==> src/hw/acc_pkg.sv <==
// constants, field layouts and carrier types for the converter control block
package acc_pkg;

   // register byte addresses
   localparam logic [31:0] ACC_RESULT_ADDR = 32'h4000d000;
   localparam logic [31:0] ACC_CONFIG_ADDR = 32'h4000d004;
   localparam logic [31:0] ACC_OFFSET_ADDR = 32'h4000d008;
   localparam logic [31:0] ACC_GAIN_ADDR = 32'h4000d00c;

   // reset values
   localparam logic [15:0] ACC_RESULT_RESET = 16'h0000;
   localparam logic [15:0] ACC_CONFIG_RESET = 16'h1800;
   localparam logic [15:0] ACC_OFFSET_RESET = 16'h0000;
   localparam logic [15:0] ACC_GAIN_RESET = 16'h8000;

   // conversion length and resolution
   localparam int ACC_BASE_CLOCKS = 32;
   localparam int ACC_MIN_BITS = 7;
   localparam int ACC_GAIN_FRAC_BITS = 15;

   // clock rates in MHz; converter clock made by a fractional divider
   localparam int ACC_CORE_MHZ = 10;
   localparam int ACC_FAST_MHZ = 6;
   localparam int ACC_SLOW_MHZ = 1;

   // settling time added to the first conversion after start
   localparam int ACC_WARMUP_NS = 21000;
   localparam int ACC_WARMUP_CYCLES = (ACC_WARMUP_NS * ACC_CORE_MHZ + 999) / 1000;

   typedef enum logic [1:0] {
      ACC_IDLE = 2'b00,
      ACC_WARM = 2'b01,
      ACC_CONV = 2'b10
   } acc_state_t;

   // configuration word, bits 15..0
   typedef struct packed {
      logic [2:0] sample_period;
      logic [1:0] reserved_pair;
      logic [3:0] positive_input_select;
      logic [3:0] negative_input_select;
      logic slow_clock_select;
      logic reserved_single;
      logic enable;
   } acc_cfg_t;

   // register port request
   typedef struct packed {
      logic [31:0] addr;
      logic [31:0] wdata;
      logic wr;
      logic rd;
   } acc_bus_req_t;

endpackage : acc_pkg

==> src/hw/acc_adc_ctrl.sv <==
// converter control: configuration, conversion timing and result correction
// Operation
// RULE1 - sample period field [15:13] sets conversion length 32 << field converter clocks
// RULE2 - resolution is seven bits plus one per period step, fourteen at seven
// RULE3 - result register holds read-only 16-bit two's complement value
// RULE4 - result is left-justified, msb always at bit 15
// RULE5 - software writes zero to configuration bits 12 and 11
// RULE6 - software writes zero to configuration bit 1
// RULE7 - positive input selector bits 10..7, codes 0x0..0x5 pick external pins
// RULE8 - codes 0x8..0xb pick ground, half reference, reference, half pad supply
// RULE9 - software never programs selector codes 0x6, 0x7, 0xc..0xf
// RULE10 - negative input selector bits 6..3 uses the same code table
// RULE11 - bit 2 picks converter clock, zero 6 MHz, one 1 MHz
// RULE12 - bit 0 one runs continuous conversions, zero stops them
// RULE13 - first conversion after start takes double clocks plus 21 us
// RULE14 - configuration write while running doubles the next conversion
// RULE15 - signed 16-bit offset added to raw result before gain
// RULE16 - unsigned gain with binary point below bit 15 multiplies result
// RULE17 - result updated once per conversion, saturating on overflow
// RULE18 - timing counter restarts on enable or configuration rewrite
//
// Strobed register access was left to the implementer.
module acc_adc_ctrl (
   input wire logic core_clk,
   input wire logic rst_b,
   input wire acc_pkg::acc_bus_req_t bus_req,
   output logic [31:0] bus_rdata,
   input wire logic [15:0] raw_sample,
   output logic [3:0] positive_input_select,
   output logic [3:0] negative_input_select,
   output logic slow_clock_select,
   output logic converter_run,
   output logic result_valid
);

   acc_pkg::acc_cfg_t cfg_reg;
   logic [15:0] offset_reg;
   logic [15:0] gain_reg;
   logic [15:0] result_reg;
   logic [31:0] rdata_reg;
   logic [15:0] raw_meta_reg;
   logic [15:0] raw_sync_reg;
   logic [3:0] phase_reg;
   logic [3:0] phase_next;
   logic tick;
   acc_pkg::acc_state_t state_reg;
   logic [7:0] warm_cnt_reg;
   logic [12:0] conv_cnt_reg;
   logic long_reg;
   logic valid_reg;
   logic [12:0] conv_target;
   logic [15:0] masked_raw;
   logic [15:0] corrected;
   logic cfg_wr;
   acc_pkg::acc_cfg_t cfg_wdata;

   function automatic logic hit(input logic [31:0] addr, input logic [31:0] target);
      hit = (addr == target);
   endfunction : hit

   // converter clocks for one conversion, doubled when lengthened
   function automatic logic [12:0] conv_clocks(input logic [2:0] period, input logic dbl);
      logic [12:0] base;
      base = 13'(acc_pkg::ACC_BASE_CLOCKS) << period; // [RULE1]
      // period 7 doubled wraps to zero; the 13-bit count wraps with it, so the length holds
      conv_clocks = dbl ? (base << 1) : base; // [RULE13] [RULE14]
   endfunction : conv_clocks

   // drop bits below the resolution of the chosen period
   function automatic logic [15:0] quantize(input logic [15:0] raw, input logic [2:0] period);
      logic [3:0] kept;
      kept = 4'(acc_pkg::ACC_MIN_BITS) + {1'b0, period}; // [RULE2]
      quantize = raw & (16'hffff << (5'd16 - {1'b0, kept})); // [RULE4]
   endfunction : quantize

   // offset then gain, clamped to the signed 16-bit range
   function automatic logic [15:0] correct(input logic [15:0] raw, input logic [15:0] offs,
                                           input logic [15:0] gain);
      logic signed [16:0] sum;
      logic signed [33:0] prod;
      logic signed [33:0] scaled;
      sum = $signed({raw[15], raw}) + $signed({offs[15], offs}); // [RULE15]
      prod = 34'(sum * $signed({1'b0, gain})); // [RULE16]
      scaled = prod >>> acc_pkg::ACC_GAIN_FRAC_BITS;
      if (scaled > 34'sh0000_07fff) begin // [RULE17]
         correct = 16'h7fff;
      end else if (scaled < -34'sh0000_08000) begin
         correct = 16'h8000;
      end else begin
         correct = scaled[15:0];
      end
   endfunction : correct

   assign cfg_wr = bus_req.wr && hit(bus_req.addr, acc_pkg::ACC_CONFIG_ADDR);
   assign cfg_wdata = acc_pkg::acc_cfg_t'(bus_req.wdata[15:0]);
   assign conv_target = conv_clocks(cfg_reg.sample_period, long_reg);
   assign masked_raw = quantize(raw_sync_reg, cfg_reg.sample_period);
   assign corrected = correct(masked_raw, offset_reg, gain_reg);

   // reserved bits are stored as written; software keeps them zero
   always_ff @(posedge core_clk) begin
      if (!rst_b) begin
         cfg_reg <= acc_pkg::acc_cfg_t'(acc_pkg::ACC_CONFIG_RESET);
         offset_reg <= acc_pkg::ACC_OFFSET_RESET;
         gain_reg <= acc_pkg::ACC_GAIN_RESET;
      end else if (bus_req.wr) begin
         if (cfg_wr) begin
            cfg_reg <= cfg_wdata; // [RULE5] [RULE6] [RULE9]
         end else if (hit(bus_req.addr, acc_pkg::ACC_OFFSET_ADDR)) begin
            offset_reg <= bus_req.wdata[15:0];
         end else if (hit(bus_req.addr, acc_pkg::ACC_GAIN_ADDR)) begin
            gain_reg <= bus_req.wdata[15:0];
         end
      end
   end

   // read data valid in the cycle after the strobe only
   always_ff @(posedge core_clk) begin
      if (!rst_b) begin
         rdata_reg <= 32'h0000_0000;
      end else if (!bus_req.rd) begin
         rdata_reg <= 32'h0000_0000;
      end else if (hit(bus_req.addr, acc_pkg::ACC_RESULT_ADDR)) begin
         rdata_reg <= {16'h0000, result_reg}; // [RULE3]
      end else if (hit(bus_req.addr, acc_pkg::ACC_CONFIG_ADDR)) begin
         rdata_reg <= {16'h0000, cfg_reg};
      end else if (hit(bus_req.addr, acc_pkg::ACC_OFFSET_ADDR)) begin
         rdata_reg <= {16'h0000, offset_reg};
      end else if (hit(bus_req.addr, acc_pkg::ACC_GAIN_ADDR)) begin
         rdata_reg <= {16'h0000, gain_reg};
      end else begin
         rdata_reg <= 32'h0000_0000;
      end
   end

   // analog core word arrives on its own timing
   always_ff @(posedge core_clk) begin
      if (!rst_b) begin
         raw_meta_reg <= 16'h0000;
         raw_sync_reg <= 16'h0000;
      end else begin
         raw_meta_reg <= raw_sample;
         raw_sync_reg <= raw_meta_reg;
      end
   end

   // 6 or 1 MHz from 10 MHz: phase accumulator, so 6 MHz ticks are uneven but the mean rate is exact
   always_comb begin
      logic [4:0] sum;
      sum = 5'd0;
      sum = {1'b0, phase_reg} + (cfg_reg.slow_clock_select ? 5'(acc_pkg::ACC_SLOW_MHZ)
                                                           : 5'(acc_pkg::ACC_FAST_MHZ)); // [RULE11]
      tick = (sum >= 5'(acc_pkg::ACC_CORE_MHZ));
      phase_next = tick ? 4'(sum - 5'(acc_pkg::ACC_CORE_MHZ)) : sum[3:0];
   end

   always_ff @(posedge core_clk) begin
      if (!rst_b) begin
         phase_reg <= 4'h0;
      end else if (cfg_wr) begin
         // restart the tick phase too, so a length after a write does not drift by a tick
         phase_reg <= 4'h0; // [RULE18]
      end else begin
         phase_reg <= phase_next;
      end
   end

   // conversion sequencer
   always_ff @(posedge core_clk) begin
      if (!rst_b) begin
         state_reg <= acc_pkg::ACC_IDLE;
         warm_cnt_reg <= 8'h00;
         conv_cnt_reg <= 13'h0000;
         long_reg <= 1'b0;
      end else if (cfg_wr && !cfg_wdata.enable) begin
         state_reg <= acc_pkg::ACC_IDLE; // [RULE12]
         warm_cnt_reg <= 8'h00;
         conv_cnt_reg <= 13'h0000;
         long_reg <= 1'b0;
      end else if (cfg_wr && state_reg == acc_pkg::ACC_CONV) begin
         conv_cnt_reg <= 13'h0000; // [RULE14] [RULE18]
         long_reg <= 1'b1;
      end else if (cfg_wr) begin
         state_reg <= acc_pkg::ACC_WARM; // [RULE12] [RULE13]
         warm_cnt_reg <= 8'h00; // [RULE18]
         conv_cnt_reg <= 13'h0000;
         long_reg <= 1'b1;
      end else begin
         case (state_reg)
            acc_pkg::ACC_WARM: begin
               if (warm_cnt_reg == 8'(acc_pkg::ACC_WARMUP_CYCLES - 1)) begin
                  state_reg <= acc_pkg::ACC_CONV; // [RULE13]
                  warm_cnt_reg <= 8'h00;
               end else begin
                  warm_cnt_reg <= warm_cnt_reg + 8'h01;
               end
            end
            acc_pkg::ACC_CONV: begin
               if (tick && conv_cnt_reg == conv_target - 13'h0001) begin
                  conv_cnt_reg <= 13'h0000; // [RULE1]
                  long_reg <= 1'b0;
               end else if (tick) begin
                  conv_cnt_reg <= conv_cnt_reg + 13'h0001;
               end
            end
            default: begin
               state_reg <= acc_pkg::ACC_IDLE;
            end
         endcase
      end
   end

   // capture a corrected result at the end of each conversion
   always_ff @(posedge core_clk) begin
      if (!rst_b) begin
         result_reg <= acc_pkg::ACC_RESULT_RESET;
         valid_reg <= 1'b0;
      end else if (!cfg_wr && state_reg == acc_pkg::ACC_CONV && tick
                   && conv_cnt_reg == conv_target - 13'h0001) begin
         result_reg <= corrected; // [RULE17]
         valid_reg <= 1'b1;
      end else begin
         valid_reg <= 1'b0;
      end
   end

   // analog mux codes go straight from the configuration flops
   assign positive_input_select = cfg_reg.positive_input_select; // [RULE7] [RULE8]
   assign negative_input_select = cfg_reg.negative_input_select; // [RULE10]
   assign slow_clock_select = cfg_reg.slow_clock_select; // [RULE11]
   assign converter_run = cfg_reg.enable;
   assign result_valid = valid_reg;
   assign bus_rdata = rdata_reg;
endmodule : acc_adc_ctrl

==> config.mk <==
export PLATFORM = sky130hd
export DESIGN_NAME = acc_adc_ctrl
export DESIGN_NICKNAME = d
export VERILOG_FILES = /design/src/hw/acc_pkg.sv /design/src/hw/acc_adc_ctrl.sv
export SDC_FILE = /design/constraint.sdc
export NUM_CORES = 1
export LEC_CHECK = 0
export ABC_AREA = 1
export BUFFER_PORTS_ARGS = -buffer_cell sky130_fd_sc_hd__buf_2
export CORE_UTILIZATION = 45
export DETAILED_ROUTE_END_ITERATION = 10
export SETUP_SLACK_MARGIN = 0.4
export SYNTH_ARGS = -nofsm -noshare
export SYNTH_HDL_FRONTEND = slang
export SYNTH_SLANG_ARGS = --single-unit
==> constraint.sdc <==
create_clock -name core_clk -period 14.1 [get_ports core_clk]
set_clock_uncertainty 0.1 [all_clocks]
set_input_delay 1.41 -clock core_clk [delete_from_list [all_inputs] [get_ports core_clk]]
set_output_delay 1.41 -clock core_clk [all_outputs]
set_load 0.1 [all_outputs]
Word level (Yosys, flattened, before mapping)
Cells that the tools add are included.

Input port bits: 84. Logic and storage cells: 97. Register bits after elaboration: 157. Output and inout bits: 43.

Reduce and logical (&&, ||, !) cells: 25. Shifts and indexed selects: 2. Magnitude comparators: 3. Mux-type cells: 22. Bitwise gates (word level): 6. Add/subtract/negate cells: 8. Multiply operators: 1. Equal/unequal tests: 10.

Operators by type and width (count): $eq A32 B31 Y1 const B (4); $mux W16 (6); $mux W13 (3); $mul A17 B17 Y34 (1); $mux W8 (3); $gt A19 B16 Y1 const B (1); $lt A19 B16 Y1 const B (1); $add A16 B16 Y17 (1); $and A16 B16 Y16 (1); $shl A16 B5 Y16 const A (1); $add A13 B1 Y13 const B (1); $eq A13 B13 Y1 (1); $shl A6 B3 Y13 const A (1); $sub A13 B1 Y13 const B (1); $reduce_and A2 Y1 (5); $add A8 B1 Y8 const B (1); $eq A8 B8 Y1 const B (1); $logic_and A1 B1 Y1 (7); $reduce_and A3 Y1 (2); $reduce_bool A3 Y1 (2); $add A4 B3 Y5 (1); $ge A5 B4 Y1 const B (1); $mux W1 (5); $not A1 Y1 (5); 17 further kinds (21).

Depth between registers and ports, before layout
Gate-level depths: netlist of run 1.

Depth after elaboration: 9. Gate-level depth with buffers: 50. Depth with buffers taken out: 47.

Least setup slack after synthesis of run 1
Ideal clock, no wire load.

Kind: register to register. From: register cfg_reg[15] (netlist name). To: register result_reg[10]. Data required time: 13.883 ns. Buffers on the path: 4. Cell stages (with the launch flop): 45. Arrival: 8.089 ns. Clock period less this slack: 8.305 ns. Slack: 5.795 ns. Library setup time: 0.117 ns. Path through: dfxtp_1 > buf_6 > inv_2 > buf_6 > ha_1 > inv_1 > nand2_1 > nor2_1 > ha_1 > inv_1 > fa_1 > inv_1 > a21oi_1 > o21ai_1 > a21o_1 > nand4_1 > nand3_1 > nand2_1 > (+9 left out) > fa_1 > inv_1 > fa_1 > fa_1 > inv_1 > ha_1 > inv_1 > nor3_1 > nand2_1 > nor3_1 > nand2_1 > nand2_1 > inv_1 > nand2_1 > nand2_1 > a21oi_4 > buf_6 > a21oi_2.

Cells in the longest elaborated chain, start to end: 9. Elaborated cells on any way between the ends: 15. Those cells by class: 4 x add/sub; 1 x mul; 2 x order compare; 1 x eq/ne; 2 x shift; 3 x mux; 1 x bitwise; 1 x reduce/logical.

Ends and longest elaborated chain: from (decl) (line acc_adc_ctrl.sv:36) `acc_pkg::acc_cfg_t cfg_reg;`; from (signal assigned) (line acc_adc_ctrl.sv:103) `cfg_reg <= acc_pkg::acc_cfg_t'(acc_pkg::ACC_CONFIG_RESET);`; from (signal assigned) (line acc_adc_ctrl.sv:108) `cfg_reg <= cfg_wdata;`; $add A3 B3 Y4 (line acc_adc_ctrl.sv:72) `kept = 4'(acc_pkg::ACC_MIN_BITS) + {1'b0, period};`; $sub A5 B4 Y5 (line acc_adc_ctrl.sv:73) `quantize = raw & (16'hffff << (5'd16 - {1'b0, kept}));`; $shl A16 B5 Y16 (line acc_adc_ctrl.sv:73); $and A16 B16 Y16 (line acc_adc_ctrl.sv:73); $add A16 B16 Y17 (line acc_adc_ctrl.sv:82) `sum = $signed({raw[15], raw}) + $signed({offs[15], offs});`; $mul A17 B17 Y34 (line acc_adc_ctrl.sv:83) `prod = 34'(sum * $signed({1'b0, gain}));`; $lt A19 B16 Y1 (line acc_adc_ctrl.sv:87) `end else if (scaled < -34'sh0000_08000) begin`; $mux W16 (line acc_adc_ctrl.sv:87); $mux W16 (line acc_adc_ctrl.sv:85) `if (scaled > 34'sh0000_07fff) begin`; to (signal assigned) (line acc_adc_ctrl.sv:216) `result_reg <= acc_pkg::ACC_RESULT_RESET;`; to (signal assigned) (line acc_adc_ctrl.sv:220) `result_reg <= corrected;`; to (decl) (line acc_adc_ctrl.sv:39) `logic [15:0] result_reg;`.

Several ways; a longest one is shown, not always the timed one. A chain may end at the register's enable or synchronous reset.

Worst setup path in the final report of run 1
From: register cfg_reg[15] (netlist name). To: register result_reg[4].

Same word-level chain as after synthesis.

==> results of run 1 <==
[Yosys cell counts, drive strengths merged (2+ instances only)]
| cell | n |
|---|---|
| a211oi | 2 |
| a21boi | 5 |
| a21o | 4 |
| a21oi | 130 |
| a311oi | 5 |
| a31oi | 2 |
| a41oi | 10 |
| and3 | 2 |
| buf | 37 |
| clkbuf | 50 |
| clkinv | 9 |
| dfxtp | 141 |
| fa | 272 |
| ha | 115 |
| inv | 596 |
| nand2 | 521 |
| nand3 | 104 |
| nand3b | 2 |
| nand4 | 24 |
| nor2 | 228 |
| nor3 | 18 |
| nor3b | 5 |
| nor4 | 6 |
| o211ai | 4 |
| o21a | 3 |
| o21ai | 95 |
| o21bai | 13 |
| or2 | 22 |
| xnor2 | 15 |
| xor2 | 28 |
[critical path, delay by kind of cell (launching register included)]
| kind | cells | cell delay [ns] |
|---|---|---|
| simple gates | 16 | 2.64 |
| buf+inv | 9 | 1.00 |
| flops | 1 | 0.56 |
| fa+ha+maj | 9 | 4.46 |
| compound gates | 6 | 1.37 |
[area by class of cell]
| class | count | area (sq um) |
|---|---|---|
| Clock buffer | 20 | 446.7 |
| Clock inverter | 12 | 161.4 |
| Fill cell | 4007 | 20230 |
| Inverter | 605 | 2271 |
| Multi-Input combinational cell | 1655 | 12850 |
| Sequential cell | 141 | 2823 |
| Tap cell | 525 | 656.9 |
| Timing Repair Buffer | 107 | 568.0 |
[metrics by stage]
step                setup slack [ns]  hold slack (ns)
floorplan                      5.795           0.2905
CTS                            3.882           0.3116
detailed placement             3.901           0.2956
global placement               4.085           0.2991
finish                         3.794           0.3078
global route                   2.990           0.3319
[how the worst min path moves through the flow]
| stage | slack (ns) | to | cells after the start | start |
|---|---|---|---|---|
| final | 0.31 | raw_sync_reg[2] | 2 | raw_meta_reg[2] |
| after global routing | 0.33 | raw_sync_reg[2] | 2 | raw_meta_reg[2] |
| after CTS | 0.31 | raw_sync_reg[2] | 2 | raw_meta_reg[2] |
| after detailed placement | 0.30 | raw_sync_reg[8] | 2 | raw_meta_reg[8] |
| after global placement | 0.30 | raw_sync_reg[8] | 2 | raw_meta_reg[8] |
| after floorplan | 0.29 | raw_sync_reg[0] | 2 | raw_meta_reg[0] |
[kinds of logic after synthesis]
kind of cell             synth area share, %
AND/OR/NAND/NOR                        21.46
adder cells (fa/ha/maj)                37.54
XOR/XNOR                               2.095
buffers and inverters                  14.87
other                                0.02045
flip-flops                             15.39
AO/OA/AOI/OAI                          8.624
[metal layers]
metal  GRT usage (%)  vias to the layer above
li1                -                     7486
met1           38.76                     7598
met2           41.95                      552
met3           3.061                       85
met4           8.566                        0
met5               0                        -
[power by group through the flow]
| stage | Combinational (mW) | Clock, mW | Sequential [mW] |
|---|---|---|---|
| after detailed placement | 0.112 | 0 | 0.418 |
| after global routing | 0.124 | 0.487 | 0.410 |
| after global placement | 0.110 | 0 | 0.418 |
| after floorplan | 0.0844 | 0 | 0.417 |
| final | 0.113 | 0.466 | 0.409 |
| after CTS | 0.113 | 0.470 | 0.409 |
==> metrics.txt, run 1 <==
outcome=finished, final reports clean; crit path DAT=10.50 ns; Clk pwr share=47.2%; FMAX=97.03 MHz; Final Hold Violating Endpoints=0; layout cells sized above 1=8.031%; reg2reg end=result_reg[4]; Worst Setup SP=cfg_reg[15]; max cap viols=0; TritonRoute pass-1 iters=5; Final Critical Period=10.31 ns; met1 WL=24240 microns; layout overhead on the synthesized area=7.853%; vias in the first global route=15510; Final period util=73.10%; startpoint type of the worst setup path=flop; RSZ-0062 raised after global routing=no; # IOs=127; Worst Setup EP=result_reg[4]; Routed met2 length=24330 microns; Ys Warns=0; ANT nets after route=0; Cell Count, Final, Fillers Out=3065; CP endpoint kind=flop; R2R depth=40; ANT cells=0; EDFF count, synth=0; global-route wire length before repair=85890 microns; top sig layer=met4; Switching Share=26.68%; drt drc=0; CTS-repair resized insts=0; CTS Hold Buffers Added=0; synthesis-stage register bit count=141; r2r startpoint=cfg_reg[15]; Via-to-Cell Ratio=5.129; delay of the slowest cell on the worst path=0.92 ns; Gate power share=11.4%; initial antenna violation count=1; Worst slew margin=20.28%; area of the core=40010 sq um; design area=19780 sq um; Rows=73; mapped cell area=18340 sq um; Worst-Margin Slew=1.194 ns; ranking of synthesized cells by area=fa_1 (30%), dfxtp_1 (15%), inv_1 (12%), nand2_1 (11%), ha_1 (7.8%); slowest stage cell, crit path=fa_1; Clk Latency, worst-skew pair=0.43 ns; # clock sinks=141; routability cong.=0.9679; Avg Inst Size Synth=7.416 sq um; Leak=10.51 nW; Yosys top cell by area=fa_1; final setup violation count=0; clk root buf=clkbuf_16; die width=203.9 microns; P_int=723.9 uW; drt total wl=53810 microns; mean routed wirelength per cell=17.56 microns; routed length on met3=3543 microns; Reg2Reg Setup Slack=3.79 ns; DR vias=15720; Net Sw Power=263.4 uW; largest fanout on the critical path=15; commonest register cell after synthesis=dfxtp_1; GR Util All Layers=26.86%; IO buf count=94; Seq/Total Area, Yosys=15.39%; Netlist cell types=56; Setup Buffers After CTS=0; most frequent cells in the layout=inv_1 (583), nand2_1 (515), fa_1 (272); H-Tree Depth=4; placed cell areas=19170 sq um; Post-synth ARST share=0%; Final Power=987.3 uW; final core utilization=49.44%; Nets=2998; sequential power share=41.4%; Worst Hold Class=reg2reg; die area=41570 sq um; CTS tree=yes; Initial Util=45.84%; Pins Over Slew Limit=0; CTS Buf Count=17; largest net degree at the start of global routing=98; Synth top area share=29.69%; commonest non-fill, non-tap cell in the layout=inv_1; PwrDens=49.92 nW/um^2; peak supply drop=0.00007989 V; GR Overflow Total=0; hpwl dp=43980 microns; Max clock buf depth=2; Post-Place Cells=3033; Worst-path clk slew=0.06 ns; Cells after Synth=2473; Die H=203.9 microns; setup TNS=0 ns; DRT iter0 DRCs=1334; Worst Path Required=14.29 ns; Setup CP Type=reg2reg
(Power assumes the default switching activity.)
==> run 2, diff against run 1 <==
==> constraint.sdc (replaced) <==
create_clock -name core_clk -period 9.4 [get_ports core_clk]
set_clock_uncertainty 0.1 [all_clocks]
set_input_delay 0.94 -clock core_clk [delete_from_list [all_inputs] [get_ports core_clk]]
set_output_delay 0.94 -clock core_clk [all_outputs]
set_load 0.1 [all_outputs]
==> metrics.txt, run 2 (synthesized netlist as in run 1, its figures left out) <==
ANT cells=0 (unchanged); delay of the slowest cell on the worst path=0.55 ns (-0.37 ns); RSZ-0062 raised after global routing=no; die width=203.9 microns (unchanged); DR vias=15820 (+0.61%); peak supply drop=0.0001017 V (+27%); GR Overflow Total=0 (unchanged); CP most frequent cell=nand2_1; hpwl dp=44640 microns (+1.5%); CTS Buf Count=17 (unchanged); global-route wire length before repair=86250 microns (+0.42%); CTS tree=yes; routability cong.=0.9735 (+0.58%); layout cells sized above 1=12.66% (+4.6 points); crit path DAT=8.73 ns (-1.77 ns); # clock sinks=141 (unchanged); Leak=10.89 nW (+3.7%); Final Hold Violating Endpoints=0 (unchanged); Worst Path Required=9.63 ns (-4.66 ns); initial antenna violation count=0 (-1); IO buf count=94 (unchanged); die area=41570 sq um (unchanged); Worst slew margin=26.31% (+6.0 points); Die H=203.9 microns (unchanged); delay-heaviest family, CP=adder cells; vias in the first global route=15930 (+2.7%); Reg2Reg Setup Slack=0.90 ns (-2.90 ns); Final period util=90.45% (+17 points); Worst Hold Class=reg2reg; Max clock buf depth=2 (unchanged); final setup violation count=0 (unchanged); outcome=finished, final reports clean; layout overhead on the synthesized area=12.40%; mean routed wirelength per cell=17.33 microns (-1.3%); r2r startpoint=cfg_reg[14]; Via-to-Cell Ratio=5.052 (-1.5%); hold slack=0.3081 ns (+0.0002910 ns); Pins Over Slew Limit=0 (unchanged); Worst path depth=42 (+5.0%); Rows=73 (unchanged); H-Tree Depth=4 (unchanged); Final Power=1.489 mW (+51%); DRT iter0 DRCs=1164 (-13%); PwrDens=72.25 nW/um^2 (+45%); # IOs=127 (unchanged); clk root buf=clkbuf_16; most frequent cells in the layout=inv_1 (580), nand2_1 (504), fa_1 (269); CTS Hold Buffers Added=0 (unchanged); slowest stage cell, crit path=fa_1; largest fanout on the critical path=7 (-8); area of the core=40010 sq um (unchanged); commonest non-fill, non-tap cell in the layout=inv_1; Initial Util=45.84% (unchanged); Worst-path clk slew=0.07 ns (about the same); drt total wl=54260 microns (+0.83%); startpoint type of the worst setup path=flop; Final Critical Period=8.503 ns (-1.804 ns); reg2reg end=result_reg[12]; GR Util All Layers=27.14% (+0.27 points); worst path bufs/invs=10 (+1); setup TNS=0 ns (unchanged); CP endpoint kind=flop; Worst Setup EP=result_reg[12]; TritonRoute pass-1 iters=5 (unchanged); Worst-Margin Slew=1.104 ns (-0.09038 ns); R2R depth=42 (+5.0%); Clk Latency, worst-skew pair=0.44 ns (about the same); FMAX=117.6 MHz (+21%); ANT nets after route=0 (unchanged); largest net degree at the start of global routing=98 (unchanged); drt drc=0 (unchanged); Setup CP Type=reg2reg; max cap viols=0 (unchanged); Nets=3064 (+2.2%); Worst Setup SP=cfg_reg[14]
==> run 2: changes by cell type in the layout (fill, tap and decap cells not counted), sizes merged <==
cell    before  now
buf        107  171
inv        598  604
nand2      521  522
bufinv       3    2
clkbuf      20   18
clkinv      13   11
==> run 2: worst min-delay path, cell delays in order, from the launching register on <==
cell     delay [ns]
dfxtp_1        0.30
nand2_1        0.04
inv_1          0.04
==> run 2: area by class of cell <==
type / count / area (sq um)
Tap cell: 525 / 656.9
Timing Repair Buffer: 172 / 1110
Fill cell: 3995 / 19390
Sequential cell: 141 / 2826
Multi-Input combinational cell: 1656 / 13130
Inverter: 605 / 2283
Clock inverter: 15 / 177.7
Clock buffer: 17 / 425.4
==> run 2: how the worst min path moves through the flow <==
stage | depth (start not counted) | from | slack (ns) | end
after floorplan | 2 | raw_meta_reg[0] | 0.29 | raw_sync_reg[0]
after global placement | 2 | raw_meta_reg[5] | 0.30 | raw_sync_reg[5]
after detailed placement | 2 | raw_meta_reg[3] | 0.30 | raw_sync_reg[3]
after CTS | 2 | raw_meta_reg[3] | 0.31 | raw_sync_reg[3]
after global routing | 2 | raw_meta_reg[2] | 0.33 | raw_sync_reg[2]
final | 2 | raw_meta_reg[3] | 0.31 | raw_sync_reg[3]
==> run 2: timing repair <==
action | in CTS | in global routing
gates cloned | 0 | 2
gates resized for setup | 2 | 76
setup buffers | 0 | 6
setup endpoints to repair | 15 | 16
pin swaps | 0 | 15
==> run 2: metrics by stage <==
stage / setup WS, ns / util (%) / instance area (sq um) / cells
floorplan: 1.095 / - / 18400 / 2488
global placement: 0.4806 / 49.02 / 19610 / 3091
detailed placement: 0.3859 / 49.02 / 19610 / 3091
CTS: 0.4056 / 50.54 / 20220 / 3123
global route: 0.4092 / 51.53 / 20610 / 3131
finish: 0.8973 / 51.53 / 20610 / 3131
==> run 2: layer usage <==
layer / track usage, % / vias to the layer above / share of wire (%)
met5: 0 / - / 0
met3: 4.002 / 79 / 6.5
met2: 42.81 / 498 / 46
li1: - / 7639 / -
met1: 38.03 / 7601 / 45
met4: 9.076 / 0 / 3.1
==> run 2: power breakdown <==
| group | switching (mW) | internal, mW | total [mW] |
|---|---|---|---|
| Sequential | 0.00431 | 0.609 | 0.613 |
| Clock | 0.299 | 0.402 | 0.700 |
| Combinational | 0.121 | 0.0553 | 0.176 |
==> run 3, diff against run 2 <==
--- a/config.mk
+++ b/config.mk
@@ -6,7 +6,7 @@
 export NUM_CORES = 1
 export LEC_CHECK = 0
 export ABC_AREA = 1
-export BUFFER_PORTS_ARGS = -buffer_cell sky130_fd_sc_hd__buf_2
+export BUFFER_PORTS_ARGS = -buffer_cell sky130_fd_sc_hd__buf_4
 export CORE_UTILIZATION = 45
 export DETAILED_ROUTE_END_ITERATION = 10
 export SETUP_SLACK_MARGIN = 0.4
==> constraint.sdc (replaced) <==
create_clock -name core_clk -period 9.4 [get_ports core_clk]
set_clock_uncertainty 0.1 [all_clocks]
set_input_delay 1.41 -clock core_clk [delete_from_list [all_inputs] [get_ports core_clk]]
set_output_delay 1.41 -clock core_clk [all_outputs]
set_load 0.1 [all_outputs]
==> metrics.txt, run 3 (synthesized netlist as in run 1, its figures left out) <==
largest fanout on the critical path=15 (+8); FMAX=115.5 MHz (-1.8%); layout cells sized above 1=12.70% (+0.038 points); slowest stage cell, crit path=fa_1; TritonRoute pass-1 iters=6 (+1); Leak=10.93 nW (+0.38%); Post-Place Cells=3094 (+0.097%); Nets=3072 (+0.26%); worst setup margin=0.7433 ns (-0.1540 ns); Final Critical Period=8.657 ns (+0.1540 ns); area of the core=40010 sq um (unchanged); Initial Util=45.84% (unchanged); ANT nets after route=0 (unchanged); outcome=finished, final reports clean; global-route wire length before repair=87840 microns (+1.8%); routability cong.=0.9574 (-1.7%); Final Hold Violating Endpoints=0 (unchanged); # IOs=127 (unchanged); CP most frequent cell=nand2_1; Hold Startpoint=raw_meta_reg[3]; Pins Over Slew Limit=0 (unchanged); initial antenna violation count=0 (unchanged); delay-heaviest family, CP=adder cells; final core utilization=51.96% (+0.43 points); die area=41570 sq um (unchanged); drt total wl=54750 microns (+0.89%); Hold Path Stages=2 (unchanged); sequential power share=42.4% (+1.2 points); Gate power share=12.7% (+0.9 points); Reg2Reg Setup Slack=0.74 ns (-0.15 ns); mean routed wirelength per cell=17.44 microns (+0.63%); Worst-path clk slew=0.06 ns (about the same); worst path bufs/invs=11 (+1); CTS Buf Count=17 (unchanged); commonest non-fill, non-tap cell in the layout=inv_1; delay of the slowest cell on the worst path=0.59 ns (+0.04 ns); PwrDens=69.47 nW/um^2 (-3.8%); layout overhead on the synthesized area=13.35%; die width=203.9 microns (unchanged); Cell Count, Final, Fillers Out=3139 (+0.26%); P_int=1.026 mW (-3.7%); DR vias=15800 (-0.12%); Worst Path Required=9.62 ns (about the same); Setup CP Type=reg2reg; Clk pwr share=44.8% (-2.2 points); startpoint type of the worst setup path=flop; Rows=73 (unchanged); most frequent cells in the layout=inv_1 (581), nand2_1 (506), fa_1 (266); hpwl dp=45300 microns (+1.5%); Worst-Margin Slew=1.182 ns (+0.07808 ns); largest net degree at the start of global routing=58 (-41%); Worst Setup SP=cfg_reg[14]; # clock sinks=141 (unchanged); clk root buf=clkbuf_16; Net Sw Power=417.9 uW (-1.4%); DRT iter0 DRCs=1169 (+0.43%); crit path DAT=8.88 ns (+0.15 ns); IO buf count=94 (unchanged); Max clock buf depth=2 (unchanged); r2r startpoint=cfg_reg[14]; GR Overflow Total=0 (unchanged); vias in the first global route=15870 (-0.40%); final setup violation count=0 (unchanged); peak supply drop=0.0001112 V (+9.4%); R2R depth=43 (+2.4%); Clk Latency, worst-skew pair=0.43 ns (about the same); Final period util=92.09% (+1.6 points); Via-to-Cell Ratio=5.033 (-0.37%); drt drc=0 (unchanged); CP endpoint kind=flop; Worst slew margin=21.10% (-5.2 points); Die H=203.9 microns (unchanged); setup TNS=0 ns (unchanged); pre-CTS setup slack=0.1276 ns (-0.2584 ns); Worst Hold Class=reg2reg; RSZ-0062 raised after global routing=no; H-Tree Depth=4 (unchanged); Switching Share=28.94% (+0.49 points); Worst path depth=43 (+2.4%); CTS tree=yes; Fill cells=3964 (-0.78%); GR Util All Layers=27.63% (+0.49 points); max cap viols=0 (unchanged); ANT cells=0 (unchanged)
run 3: cell count changes in the layout (fill, tap and decap cells not counted), moves of 4 or more:
| cell | change |
|---|---|
| buf_2 | -94 |
| nor2_1 | -4 |
| a21oi_2 | -5 |
| buf_4 | +105 |
| a21oi_1 | +5 |
| nor2_2 | +5 |
run 3: final timing paths:
check | to
worst max-delay path | result_reg[0]
worst max register to register | result_reg[0]
worst min-delay path | raw_sync_reg[3]
worst min register to register | raw_sync_reg[3]
run 3: routing by layer:
metal / vias up / routed length, microns / global-route usage, %
met5: - / 0 / 0
li1: 7632 / - / -
met3: 79 / 3778 / 4.624
met2: 503 / 24450 / 42.84
met1: 7584 / 24950 / 39.49
met4: 0 / 1560 / 7.895
run 3: tightest hold or removal path, cell delays in order, from the launching register on:
cell,delay (ns)
dfxtp_1,0.30
nand2_1,0.05
inv_1,0.04
run 3: repair_timing:
action	CTS	global route
hold buffers	0	0
buffers inserted	0	13
endpoints found under the setup margin	16	16
resized for setup	4	63
pin swaps	0	13
run 3: stage by stage:
stage / hold slack, ns / power [mW] / area (sq um)
2_1_floorplan: 0.2905 / 0.7517 / 18400
3_3_place_gp: 0.2971 / 0.8042 / 19880
3_5_place_dp: 0.2997 / 0.8082 / 19880
4_1_cts: 0.3131 / 1.450 / 20450
5_1_grt: 0.3252 / 1.501 / 20790
6_report: 0.3109 / 1.444 / 20790
run 3: area by class of cell:
class | count | area, sq um | share of cell area [%]
Clock buffer | 18 | 439.2 | 2.113
Clock inverter | 14 | 126.4 | 0.6080
Inverter | 605 | 2283 | 10.99
Multi-Input combinational cell | 1655 | 13060 | 62.84
Sequential cell | 141 | 2830 | 13.62
Tap cell | 525 | 656.9 | 3.160
Timing Repair Buffer | 181 | 1388 | 6.675
run 3: power groups by stage:
stage               sequential [mW]  clock, mW  combinational, mW
floorplan                     0.625          0              0.127
global placement              0.627          0              0.177
detailed placement            0.627          0              0.181
CTS                           0.614      0.654              0.182
global route                  0.614      0.684              0.203
finish                        0.613      0.647              0.184
